[config.mk]
export PLATFORM = sky130hd
export DESIGN_NAME = jtp_tap
export DESIGN_NICKNAME = d
export VERILOG_FILES = /design/src/rtl/jtp_pkg.sv /design/src/rtl/jtp_fifo.sv /design/src/rtl/jtp_tap.sv
export SDC_FILE = /design/constraint.sdc
export NUM_CORES = 2
export LEC_CHECK = 0
export BUFFER_PORTS_ARGS = -buffer_cell sky130_fd_sc_hd__buf_2
export CAP_MARGIN = 20
export CORE_AREA = 2 2 615 373
export DETAILED_ROUTE_END_ITERATION = 8
export DIE_AREA = 0 0 617 375
export HOLD_SLACK_MARGIN = 0.15
export PLACE_DENSITY = 0.6
export SLEW_MARGIN = 20
export SYNTH_ARGS = -nofsm -noshare
export SYNTH_HDL_FRONTEND = slang
export SYNTH_HIERARCHICAL = 1
export SYNTH_SLANG_ARGS = --single-unit
[constraint.sdc]
create_clock -name ref_clk -period 10.82 [get_ports ref_clk]
set_input_delay 2.164 -clock ref_clk [delete_from_list [all_inputs] [get_ports ref_clk]]
set_output_delay 2.164 -clock ref_clk [all_outputs]
set_load 0.02 [all_outputs]
[src/rtl/jtp_pkg.sv]
package jtp_pkg;

  // controller states, binary codes written out
  typedef enum logic [3:0] {
    ST_RESET     = 4'h0,
    ST_IDLE      = 4'h1,
    ST_SEL_DR    = 4'h2,
    ST_CAP_DR    = 4'h3,
    ST_SHIFT_DR  = 4'h4,
    ST_EXIT1_DR  = 4'h5,
    ST_PAUSE_DR  = 4'h6,
    ST_EXIT2_DR  = 4'h7,
    ST_UPD_DR    = 4'h8,
    ST_SEL_IR    = 4'h9,
    ST_CAP_IR    = 4'ha,
    ST_SHIFT_IR  = 4'hb,
    ST_EXIT1_IR  = 4'hc,
    ST_PAUSE_IR  = 4'hd,
    ST_EXIT2_IR  = 4'he,
    ST_UPD_IR    = 4'hf
  } jtp_state_t;

  // instruction register layout and codes
  localparam int         IR_LEN       = 3;
  localparam logic [2:0] INS_EXTEST   = 3'h0;
  localparam logic [2:0] INS_IDCODE   = 3'h1;
  localparam logic [2:0] INS_SAMPLE_Z = 3'h2;
  localparam logic [2:0] INS_SAMPLE   = 3'h4;
  localparam logic [2:0] INS_BYPASS   = 3'h7;
  localparam logic [2:0] IR_RESET_VAL = INS_IDCODE;

  // data register sizes and fixed values
  localparam int   ID_LEN           = 32;
  localparam int   BSR_LEN_DEF      = 129;
  localparam logic BYPASS_CAP_VAL   = 1'b0;
  localparam logic INT_CELL_CAP_VAL = 1'b1;
  localparam int   TMS_RESET_EDGES  = 5;
  localparam int   FIFO_DEPTH_DEF   = 16;

  // pin group sampled from outside the clock domain
  typedef struct packed {
    logic tck;
    logic tms;
    logic tdi;
  } jtp_pins_t;

endpackage

[src/rtl/jtp_fifo.sv]
`timescale 1ns/1ps
`default_nettype none

module jtp_fifo
  import jtp_pkg::*;
#(
  parameter int WIDTH = BSR_LEN_DEF,
  parameter int DEPTH = FIFO_DEPTH_DEF
) (
  // clock and reset
  input  wire logic             ref_clk,
  input  wire logic             sys_rst,
  // filling side
  input  wire logic             in_valid,
  output logic                  in_ready,
  input  wire logic [WIDTH-1:0] in_data,
  // draining side
  output logic                  out_valid,
  input  wire logic             out_ready,
  output logic      [WIDTH-1:0] out_data
);

  localparam int AW = $clog2(DEPTH);

  // pointer arithmetic relies on wrap at a power of two
  if (DEPTH < 2 || (1 << AW) != DEPTH || WIDTH < 1) begin : g_bad_param
    $error("jtp_fifo: DEPTH must be a power of two >= 2");
  end

  logic [WIDTH-1:0] mem_reg [DEPTH];
  logic [AW:0]      wr_ptr_reg;
  logic [AW:0]      rd_ptr_reg;
  logic             push;
  logic             pop;

  // full when pointers differ only in the wrap bit
  assign in_ready  = (wr_ptr_reg ^ rd_ptr_reg) != {1'b1, {AW{1'b0}}};
  assign out_valid = wr_ptr_reg != rd_ptr_reg;
  assign out_data  = mem_reg[rd_ptr_reg[AW-1:0]];
  assign push      = in_valid && in_ready;
  assign pop       = out_valid && out_ready;

  // storage, written only on an accepted push
  always_ff @(posedge ref_clk) begin
    if (push) begin
      mem_reg[wr_ptr_reg[AW-1:0]] <= in_data;
    end
  end

  // pointers
  always_ff @(posedge ref_clk) begin
    if (sys_rst) begin
      wr_ptr_reg <= '0;
      rd_ptr_reg <= '0;
    end else begin
      if (push) begin
        wr_ptr_reg <= wr_ptr_reg + 1'b1;
      end
      if (pop) begin
        rd_ptr_reg <= rd_ptr_reg + 1'b1;
      end
    end
  end

endmodule

`default_nettype wire

[src/rtl/jtp_tap.sv]
// Functional notes
// - sixteen states, tms steered, tck rising only
// - five tms-high edges or reset reach reset
// - tdi used only in shift states
// - tdo enabled only in shift states
// - shift on tck rise, tdo on fall
// - three-bit instruction preset to idcode
// - new instruction acts at update-ir only
// - decode extest idcode highz-sample sample bypass
// - boundary instructions capture and shift i/o ring
// - extest drives pins, new data at update-dr; queued word reaches pins once pin_ready drains it, unless overwritten while the queue is full
// - extest and highz-sample disable termination
// - highz-sample forces data drivers high impedance
// - idcode captures and shifts identification register
// - bypass captures zero, one-stage path
// - other instructions leave memory operation alone
// - id 32 bits, bit0 one, lsb first
// - extest internal cell enables data drivers
`timescale 1ns/1ps
`default_nettype none

module jtp_tap
  import jtp_pkg::*;
#(
  parameter int          BSR_LEN    = BSR_LEN_DEF,
  parameter int          FIFO_DEPTH = FIFO_DEPTH_DEF,
  parameter logic [31:0] ID_CODE    = 32'h1234_5a5b  // arbitrary value, bit 0 set
) (
  // clock and reset
  input  wire logic               ref_clk,
  input  wire logic               sys_rst,
  // test port pins
  input  wire logic               tck_pin,
  input  wire logic               tms_pin,
  input  wire logic               tdi_pin,
  output logic                    tdo_out,
  output logic                    tdo_oe,
  // i/o ring sampling, one level per pad cell
  input  wire logic [BSR_LEN-2:0] io_ring_levels,
  // boundary pin drive stage
  input  wire logic               pin_ready,
  output logic [BSR_LEN-2:0]      boundary_pin_values,
  output logic                    extest_override,
  output logic                    dq_drive_enable,
  output logic                    dq_force_hiz,
  output logic                    on_die_termination_off,
  output logic                    functional_undisturbed
);

  // the internal cell sits above the pad cells, so at least one pad is needed
  if (BSR_LEN < 2 || ID_CODE[0] != 1'b1 || FIFO_DEPTH < 2) begin : g_bad_param
    $error("jtp_tap: bad BSR_LEN, ID_CODE or FIFO_DEPTH");
  end

  //////////////////////////////////////////////////////////////////////////////
  // pin synchronisers and tck edge detection
  jtp_pins_t  sync1_reg;
  jtp_pins_t  sync2_reg;
  logic       tck_prev_reg;
  logic       tck_rise;
  logic       tck_fall;

  // pins come from the tester's domain; first stage feeds only the second
  always_ff @(posedge ref_clk) begin
    if (sys_rst) begin
      sync1_reg <= '0;
      sync2_reg <= '0;
    end else begin
      sync1_reg <= '{tck: tck_pin, tms: tms_pin, tdi: tdi_pin};
      sync2_reg <= sync1_reg;
    end
  end

  // previous tck level for edge finding
  always_ff @(posedge ref_clk) begin
    if (sys_rst) begin
      tck_prev_reg <= 1'b0;
    end else begin
      tck_prev_reg <= sync2_reg.tck;
    end
  end

  assign tck_rise = sync2_reg.tck && !tck_prev_reg;
  assign tck_fall = !sync2_reg.tck && tck_prev_reg;

  //////////////////////////////////////////////////////////////////////////////
  // controller
  jtp_state_t state_reg;
  jtp_state_t state_next;

  // next state from the usual graph, tms picks the branch
  always_comb begin
    unique case (state_reg)
      ST_RESET:    state_next = sync2_reg.tms ? ST_RESET    : ST_IDLE;
      ST_IDLE:     state_next = sync2_reg.tms ? ST_SEL_DR   : ST_IDLE;
      ST_SEL_DR:   state_next = sync2_reg.tms ? ST_SEL_IR   : ST_CAP_DR;
      ST_CAP_DR:   state_next = sync2_reg.tms ? ST_EXIT1_DR : ST_SHIFT_DR;
      ST_SHIFT_DR: state_next = sync2_reg.tms ? ST_EXIT1_DR : ST_SHIFT_DR;
      ST_EXIT1_DR: state_next = sync2_reg.tms ? ST_UPD_DR   : ST_PAUSE_DR;
      ST_PAUSE_DR: state_next = sync2_reg.tms ? ST_EXIT2_DR : ST_PAUSE_DR;
      ST_EXIT2_DR: state_next = sync2_reg.tms ? ST_UPD_DR   : ST_SHIFT_DR;
      ST_UPD_DR:   state_next = sync2_reg.tms ? ST_SEL_DR   : ST_IDLE;
      ST_SEL_IR:   state_next = sync2_reg.tms ? ST_RESET    : ST_CAP_IR;
      ST_CAP_IR:   state_next = sync2_reg.tms ? ST_EXIT1_IR : ST_SHIFT_IR;
      ST_SHIFT_IR: state_next = sync2_reg.tms ? ST_EXIT1_IR : ST_SHIFT_IR;
      ST_EXIT1_IR: state_next = sync2_reg.tms ? ST_UPD_IR   : ST_PAUSE_IR;
      ST_PAUSE_IR: state_next = sync2_reg.tms ? ST_EXIT2_IR : ST_PAUSE_IR;
      ST_EXIT2_IR: state_next = sync2_reg.tms ? ST_UPD_IR   : ST_SHIFT_IR;
      ST_UPD_IR:   state_next = sync2_reg.tms ? ST_SEL_DR   : ST_IDLE;
    endcase
  end

  // moves only on a tck rise; power-up reset lands in the reset state
  always_ff @(posedge ref_clk) begin
    if (sys_rst) begin
      state_reg <= ST_RESET;
    end else if (tck_rise) begin
      state_reg <= state_next;
    end
  end

  //////////////////////////////////////////////////////////////////////////////
  // instruction register and decode
  logic [IR_LEN-1:0] ir_shift_reg;
  logic [IR_LEN-1:0] test_instruction_reg;
  logic              ins_extest;
  logic              ins_samplez;
  logic              sel_bsr;
  logic              sel_id;
  logic              shift_ir;
  logic              shift_dr;

  assign shift_ir = state_reg == ST_SHIFT_IR;
  assign shift_dr = state_reg == ST_SHIFT_DR;

  // shift stage: preset in reset and capture, tdi into msb while shifting
  always_ff @(posedge ref_clk) begin
    if (sys_rst) begin
      ir_shift_reg <= IR_RESET_VAL;
    end else if (tck_rise) begin
      if (state_reg == ST_RESET || state_reg == ST_CAP_IR) begin
        ir_shift_reg <= IR_RESET_VAL;
      end else if (shift_ir) begin
        ir_shift_reg <= {sync2_reg.tdi, ir_shift_reg[IR_LEN-1:1]};
      end
    end
  end

  // the instruction in effect changes only at update-ir or reset; the preset lands
  // on the rise that enters reset, so the reset state already decodes idcode
  always_ff @(posedge ref_clk) begin
    if (sys_rst) begin
      test_instruction_reg <= IR_RESET_VAL;
    end else if (tck_rise) begin
      if (state_next == ST_RESET) begin
        test_instruction_reg <= IR_RESET_VAL;
      end else if (state_reg == ST_UPD_IR) begin
        test_instruction_reg <= ir_shift_reg;
      end
    end
  end

  // reserved codes fall to the bypass path as a harmless choice
  always_comb begin
    ins_extest  = 1'b0;
    ins_samplez = 1'b0;
    sel_bsr     = 1'b0;
    sel_id      = 1'b0;
    unique case (test_instruction_reg)
      INS_EXTEST: begin
        ins_extest = 1'b1;
        sel_bsr    = 1'b1;
      end
      INS_IDCODE:   sel_id = 1'b1;
      INS_SAMPLE_Z: begin
        ins_samplez = 1'b1;
        sel_bsr     = 1'b1;
      end
      INS_SAMPLE:   sel_bsr = 1'b1;
      default:      sel_bsr = 1'b0;
    endcase
  end

  //////////////////////////////////////////////////////////////////////////////
  // data registers: boundary chain, identification, bypass
  logic [BSR_LEN-1:0] bsr_shift_reg;
  logic [ID_LEN-1:0]  id_shift_reg;
  logic               single_bit_bypass_reg;
  logic               cap_dr;

  assign cap_dr = tck_rise && state_reg == ST_CAP_DR;

  // boundary chain; internal cell is the msb and always captures one
  always_ff @(posedge ref_clk) begin
    if (sys_rst) begin
      bsr_shift_reg <= '0;
    end else if (sel_bsr) begin
      if (cap_dr) begin
        bsr_shift_reg <= {INT_CELL_CAP_VAL, io_ring_levels};
      end else if (tck_rise && shift_dr) begin
        bsr_shift_reg <= {sync2_reg.tdi, bsr_shift_reg[BSR_LEN-1:1]};
      end
    end
  end

  // identification register, lsb leaves first
  always_ff @(posedge ref_clk) begin
    if (sys_rst) begin
      id_shift_reg <= ID_CODE;
    end else if (sel_id) begin
      if (cap_dr) begin
        id_shift_reg <= ID_CODE;
      end else if (tck_rise && shift_dr) begin
        id_shift_reg <= {sync2_reg.tdi, id_shift_reg[ID_LEN-1:1]};
      end
    end
  end

  // bypass stage serves every code without its own register
  always_ff @(posedge ref_clk) begin
    if (sys_rst) begin
      single_bit_bypass_reg <= BYPASS_CAP_VAL;
    end else if (!sel_bsr && !sel_id) begin
      if (cap_dr) begin
        single_bit_bypass_reg <= BYPASS_CAP_VAL;
      end else if (tck_rise && shift_dr) begin
        single_bit_bypass_reg <= sync2_reg.tdi;
      end
    end
  end

  //////////////////////////////////////////////////////////////////////////////
  // serial output
  logic tdo_reg;
  logic dr_lsb;

  assign dr_lsb = sel_bsr ? bsr_shift_reg[0] : (sel_id ? id_shift_reg[0] : single_bit_bypass_reg);

  // new bit appears half a tck later, giving the tester a full low phase
  always_ff @(posedge ref_clk) begin
    if (sys_rst) begin
      tdo_reg <= 1'b0;
    end else if (tck_fall && (shift_ir || shift_dr)) begin
      tdo_reg <= shift_ir ? ir_shift_reg[0] : dr_lsb;
    end
  end

  assign tdo_out = tdo_reg;
  assign tdo_oe  = shift_ir || shift_dr;

  //////////////////////////////////////////////////////////////////////////////
  // update stage: extest update-dr words are queued to the pin driver; a pending word is overwritten while the queue is full
  logic               upd_pend_reg;
  logic [BSR_LEN-1:0] upd_word_reg;
  logic               fifo_in_ready;
  logic               fifo_out_valid;
  logic [BSR_LEN-1:0] fifo_out_data;
  logic [BSR_LEN-1:0] pin_word_reg;
  logic               upd_set;

  assign upd_set = tck_rise && state_reg == ST_UPD_DR && ins_extest;

  // pending word waits while the queue is full; a new update in a push cycle becomes the next pending word
  always_ff @(posedge ref_clk) begin
    if (sys_rst) begin
      upd_pend_reg <= 1'b0;
      upd_word_reg <= '0;
    end else if (upd_set) begin
      upd_pend_reg <= 1'b1;
      upd_word_reg <= bsr_shift_reg;
    end else if (fifo_in_ready) begin
      upd_pend_reg <= 1'b0;
    end
  end

  jtp_fifo #(
    .WIDTH (BSR_LEN),
    .DEPTH (FIFO_DEPTH)
  ) u_fifo (
    .ref_clk   (ref_clk),
    .sys_rst   (sys_rst),
    .in_valid  (upd_pend_reg),
    .in_ready  (fifo_in_ready),
    .in_data   (upd_word_reg),
    .out_valid (fifo_out_valid),
    .out_ready (pin_ready),
    .out_data  (fifo_out_data)
  );

  // pin-facing word, internal cell cleared so drivers start disabled
  always_ff @(posedge ref_clk) begin
    if (sys_rst) begin
      pin_word_reg <= '0;
    end else if (fifo_out_valid && pin_ready) begin
      pin_word_reg <= fifo_out_data;
    end
  end

  //////////////////////////////////////////////////////////////////////////////
  // pad control
  assign boundary_pin_values    = pin_word_reg[BSR_LEN-2:0];
  assign extest_override        = ins_extest;
  assign dq_drive_enable        = ins_extest && pin_word_reg[BSR_LEN-1];
  assign dq_force_hiz           = ins_samplez
                                  || (ins_extest && !pin_word_reg[BSR_LEN-1]);
  assign on_die_termination_off = ins_extest || ins_samplez;
  assign functional_undisturbed = !(ins_extest || ins_samplez);

  logic [2:0] tms_run_reg;

  // consecutive tck rises seen with tms high, saturating
  always_ff @(posedge ref_clk) begin
    if (sys_rst) begin
      tms_run_reg <= '0;
    end else if (tck_rise) begin
      tms_run_reg <= !sync2_reg.tms ? 3'h0 : (tms_run_reg == 3'h7 ? 3'h7 : tms_run_reg + 3'h1);
    end
  end
endmodule

`default_nettype wire

Yosys cells after proc, flatten, opt, wreduce, memory -nomap -nowiden
Memories as Yosys holds them, arrays and structs flattened. A register that Yosys moved wholly into a read port is not among the register bits.
Index checks and enable logic that the tools add are counted.
{"block": "op_classes", "add_sub_neg": 2, "n_eq_ne": 20, "n_mux": 34, "bitwise_logic": 1, "reduce_logical": 38}
{"op": "129-bit 2-to-1 mux", "count": 2}
{"op": "32-bit 2-to-1 mux", "count": 2}
{"op": "4-bit case mux with 12 select lines", "count": 1}
{"op": "4-bit equality test, second input constant", "count": 8}
{"op": "3-bit 2-to-1 mux", "count": 6}
{"op": "4-bit by 3-bit equality test with 1-bit output, second input constant", "count": 4}
{"op": "1-bit 2-to-1 mux", "count": 16}
{"op": "4-bit 2-to-1 mux", "count": 4}
{"op": "1-bit logical AND", "count": 12}
{"op": "5-bit by 1-bit adder with 5-bit output, second input constant", "count": 2}
{"op": "2-bit AND reduction", "count": 5}
{"op": "4-bit by 2-bit equality test with 1-bit output, second input constant", "count": 2}
{"op": "4-bit logical NOT", "count": 2}
{"op": "2-bit nonzero test", "count": 4}
{"op": "1-bit logical NOT", "count": 6}
{"op": "2-bit 2-to-1 mux", "count": 3}
{"op": "3-bit OR reduction", "count": 2}
{"op": "5-bit != test", "count": 1}
{"op": "5-bit != test, second input constant", "count": 1}
{"op": "5-bit bitwise XOR", "count": 1}
{"op": "4-bit by 1-bit equality test with 1-bit output, second input constant", "count": 1}
{"op": "1-bit logical OR", "count": 4}
{"op": "2-bit OR reduction", "count": 2}
{"op": "3-bit by 1-bit equality test with 1-bit output, second input constant", "count": 1}
{"op": "3 further kinds", "count": 3}
{"block": "totals", "reg_bits": 320, "ram_bits": 2064, "out_inout_bits": 135, "mem_count": 1}
{"memory": "u_fifo.mem_reg", "words": 16, "width": 129, "read_ports": 1, "rd_clocked_by_memory_dff": 1, "wr": 1, "line": "jtp_fifo.sv:30", "source": "logic [WIDTH-1:0] mem_reg [DEPTH];"}

Logic depth before layout (Yosys ltp)
{"block": "logic_depth", "word_depth": 6, "depth_mapped": 10, "depth_no_buf": 6}

By module
Netlist, hierarchy kept.
{"mod": "jtp_fifo", "n_inst": 1, "cells_per_inst": 3056, "area_per_inst_um2": 78395.2}
{"mod": "jtp_tap", "n_inst": 1, "cells_per_inst": 2251, "area_per_inst_um2": 18226.2}

Worst setup path after synthesis
No wires, ideal clock.
{"block": "synth_path", "kind": "register to register", "startpoint": "register u_fifo.wr_ptr_reg[2]", "endpoint": "register u_fifo.wr_ptr_reg[4]", "arrival_ps": 8078, "required_ps": 10729, "setup_slack_ps": 2651, "stages_incl_launch_ff": 7, "n_path_buf": 2, "synth_period_minus_slack_ps": 8169, "cell_sequence": "dfxtp_1 -> buf_2 -> xnor2_1 -> and4_1 -> clkbuf_1 -> a21oi_1 -> mux2_2"}
{"block": "synth_between", "elab_chain_cells": 3, "word_cells_on_any_way": 4, "classes_between": "add/sub: 1; eq/ne: 1; bitwise: 1; reduce/logical: 1"}
{"item": "start: declaration", "line": "jtp_fifo.sv:31", "source": "logic [AW:0] wr_ptr_reg;"}
{"item": "start signal: assignment", "line": "jtp_fifo.sv:57", "source": "wr_ptr_reg <= wr_ptr_reg + 1'b1;"}
{"item": "parallel branches: the longest is 3 deep, another holds 5-bit by 1-bit adder with 5-bit output"}
Parallel ways; which one is timed is not known.
A chain may end at the register's enable or synchronous reset.

Worst setup path after layout
{"block": "layout_path", "startpoint": "register u_fifo.wr_ptr_reg[2]", "endpoint": "memory u_fifo/mem_reg[9][69] (netlist name), enable pin"}
{"block": "layout_between", "elab_chain_cells": 5}
{"item": "5-bit bitwise XOR", "line": "jtp_fifo.sv:37", "source": "assign in_ready = (wr_ptr_reg ^ rd_ptr_reg) != {1'b1, {AW{1'b0}}};"}
{"item": "5-bit != test", "line": "jtp_fifo.sv:37"}
{"item": "1-bit logical AND", "line": "jtp_fifo.sv:40", "source": "assign push = in_valid && in_ready;"}
{"item": "1-bit 2-to-1 mux", "line": "jtp_fifo.sv:45", "source": "if (push) begin"}
{"item": "1-bit 2-to-1 mux (not written as such)", "line": "jtp_fifo.sv:46", "source": "mem_reg[wr_ptr_reg[AW-1:0]] <= in_data;"}
{"item": "end: declaration", "line": "jtp_fifo.sv:30"}
Parallel ways exist; a longest one is shown, timed or not.

==> summary.md <==
| Metric | Value |
|---|---|
| Worst-Margin Slew | `1.21 ns` |
| Core area | `roughly 230000 um^2` |
| CTS Buf Count | `~230` |
| Seq cells post-synth | `2517` |
| # DRC | `0` |
| CTS Hold Bufs | `0` |
| Final Hold Fails | `0` |
| Period minus WS final | `4.73 ns` |
| Outcome | `completed` |
| Leak pwr | `32.9 nW` |
| Routed len/inst | `27.6 um` |
| Max-Slew Margin vs Limit | `19.3%` |
| Critical-path top delay cell | `buf_4` |
| Final Cycle Share | `43.7%` |
| Setup tns final | `0 ns` |
| Post-CTS Resized | `0` |
| Starting density of the core | `a little over two fifths` |
| Power per cell area | `188 nW/um^2` |
| Crit path kind | `flip-flop to flip-flop` |
| Largest net degree at the start of global routing | `174` |
| Netlist cell types | `58` |
| Number of vias per cell | `roughly 5.6` |
| Final worst slack | `between 6 and 7 ns` |
| Layout cell share with drive strength beyond 1 | `25.7%` |
| DRT Pass-1 Iters | `7` |
| CP max stage delay | `0.96 ns` |
| Number of flops mapped to enable cells by yosys | `2064` |
| RSZ-0062 raised after global routing | `no` |
| Final #Nets | `5538` |
| CP max FO | `49` |
| CTS tree | `done` |
| Area growth from synthesis to layout | `11.2%` |
| Initial antenna violation count | `6` |
| Warnings, synthesis | `6` |
| Skew-Pair Late Insertion Delay | `0.88 ns` |
| Worst R2R Setup Slack | `6.09 ns` |
| Post-Syn Area | `approximately 97000 um^2` |
| Longest Clk Path Bufs | `4` |
| Min-delay src | `pin_word_reg[42]` |
| Worst Path Required | `11.29 ns` |
| Final antenna-violating net count | `0` |
| Max reg flops | `2064` |
| RR Endpoint | `u_fifo/mem_reg[9][69]` |
| GR Util All Layers | `20.3%` |
| First-pass GRT wire length | `344000 um` |
| Cell count of the worst reg-to-reg path | `6` |
| Fmax | `211 MHz` |
| Post-synthesis cell count | `5307` |
| Clock root cell | `clkbuf_16` |
| Prevailing post-synth register cell | `edfxtp_1` |
| Setup bufs post-CTS | `0` |
| Max Cap Violations | `0` |
| Clk_skew | `0.0699 ns` |
| CP Capture Type | `flip-flop` |
| Yosys top cell by area | `edfxtp_1` |
| Row cnt | `136` |
| Number of DRC markers in iteration 0 | `5295` |
| Sequential area share after synthesis | `73.5%` |
| WHS Endpoint | `pin_word_reg[42]` |
| Final GP Congestion | `0.760` |
| VDD IR max | `0.000141 V` |
| Clock slew at reported path FFs | `0.06 ns` |
| FF-to-FF Start | `u_fifo/wr_ptr_reg[2]` |
| Ranking of synthesized cells by area | `edfxtp_1, mux4_2, dfxtp_1, nand2_1, a21oi_1` |
| Critical Path Most Common Cell | `buf_4` |
| Vias in the first global route | `48600` |
| Pins Over Slew Limit | `0` |
| Data arrival time of the worst path | `5.20 ns` |
| I/O Pins | `roughly 270` |
| Commonest cells after routing, fill and taps aside | `edfxtp_1, nand2_1, mux4_2` |
| Average size of a mapped cell | `18.2 um^2` |
| Syn Nets | `about 5400` |
| Post-synth ARST share | `0%` |
| Hold path depth | `2` |
| Total gr overflow | `0` |
| Clock sinks | `about 2500` |
| Total Wirelength | `roughly 240000 um` |
| # setup viols final | `0` |
| Layout fillers | `18800` |
| DIE WIDTH | `617 um` |
| CTS H-tree depth | `4` |
| Crit-path cells | `xnor2_1 > and4_1 > a21oi_2 > and3_4 > buf_4 > buf_4` |
| Die ar. | `231000 um^2` |
| Most common cell after layout, fill and taps aside | `edfxtp_1` |
| Die Y-Extent | `375 um` |
| Detailed-placement wirelength estimate | `121000 um` |
| Total power | `between 20 and 25 mW` |
| Startpoint types | `flip-flop` |
| Hold Crit Class | `flip-flop to flip-flop` |
| Number of port buffers | `268` |
| Synth top area share | `around 64%` |
| Placement Setup Slack | `about 6.1 ns` |
| Routed vias | `48700` |
how the worst max path moves through the flow:
stage | from | endpoint | cells after the start
after floorplan | u_fifo/wr_ptr_reg[2] | u_fifo/wr_ptr_reg[4] | 6
after global placement | u_fifo/wr_ptr_reg[2] | u_fifo/mem_reg[9][66] | 6
after detailed placement | u_fifo/wr_ptr_reg[2] | u_fifo/mem_reg[9][64] | 6
after CTS | u_fifo/wr_ptr_reg[2] | u_fifo/mem_reg[9][69] | 6
after global routing | u_fifo/wr_ptr_reg[2] | u_fifo/mem_reg[9][66] | 6
final | u_fifo/wr_ptr_reg[2] | u_fifo/mem_reg[9][69] | 6
stage by stage:
stage	hold WS, ns	util (%)	std cells	area [um^2]
2_1_floorplan	0.414	-	5307	96600
6_report	0.450	47.4	8628	107000
3_5_place_dp	0.443	44.1	8204	99900
5_1_grt	0.471	47.4	8625	107000
4_1_cts	0.453	47.4	8623	107000
3_3_place_gp	0.433	44.1	8204	99900
power by group:
| part | internal, mW | leakage, nW | switching, mW |
|---|---|---|---|
| Clock | 4.57 | 3.67 | 3.56 |
| Sequential | 10.4 | 22.8 | 0.0997 |
| Combinational | 0.750 | 6.43 | 0.805 |
| Total | 15.7 | 32.9 | 4.46 |
worst max-delay path: cells and delay by family (launching register included):
kind / cells / cell delay [ns]
flops: 1 / 0.54
compound gates: 1 / 0.60
xor+xnor: 1 / 0.13
buf+inv: 2 / 1.80
simple gates: 2 / 1.15
per-layer routing:
| metal | vias up | track usage [%] | share of wire, % | routed length (um) |
|---|---|---|---|---|
| met3 | 313 | 2.83 | 5.8 | 13900 |
| met4 | 2 | 5.29 | 2.5 | 6050 |
| met5 | - | 0 | 0.0034 | 8 |
| met1 | 25900 | 29.5 | 44 | 105000 |
| met2 | 1544 | 32.3 | 47 | 113000 |
| li1 | 20900 | - | - | - |
area by class of cell:
class                   instances  area (um^2)  share of cell area [%]
flip-flops and latches       2517        71100                    66.1
clock buffers                 313         6510                    6.06
well taps                    3036         3800                    3.54
multi-input cells            2302        23000                    21.4
clock inverters               106          968                   0.901
inverters                      14         52.6                  0.0489
diodes                          4         10.0                 0.00932
repair buffers                336         2080                    1.94
cell usage after synthesis (all sizes together) (2+ instances only):
| master | number |
|---|---|
| mux2 | 5 |
| and3b | 2 |
| a32oi | 2 |
| o211ai | 6 |
| nor3b | 3 |
| nand2 | 804 |
| nor2 | 158 |
| mux2i | 36 |
| a31oi | 7 |
| nand4 | 4 |
| mux4 | 617 |
| o21ai | 8 |
| and2 | 5 |
| o311ai | 6 |
| xnor2 | 7 |
| a311oi | 132 |
| nor2b | 42 |
| a211oi | 31 |
| dfxtp | 453 |
| and3 | 11 |
| o211a | 2 |
| buf | 302 |
| a211o | 2 |
| nor4 | 6 |
| clkbuf | 172 |
| nor3 | 20 |
| nand2b | 8 |
| nand3 | 20 |
| ha | 5 |
| edfxtp | 2064 |
| a21oi | 329 |
| and4 | 8 |
| o2111ai | 2 |
| inv | 14 |
kinds of logic (layout without fill, tap and decap cells):
kind of cell               count (synthesis)  count (layout)  synth area share (%)
xor gates and xnor gates                   8               8                0.0725
AOI/OAI and AO/OA                        534             534                  4.06
buffers and inverters                    488             769                  2.82
adders and majority gates                  6               6                0.0751
DFF                                     2517            2517                  73.5
and+or+nand+nor                         1096            1096                  4.63
other                                      0               4                     0
muxes                                    658             658                  14.8
(Power assumes the default switching activity.)
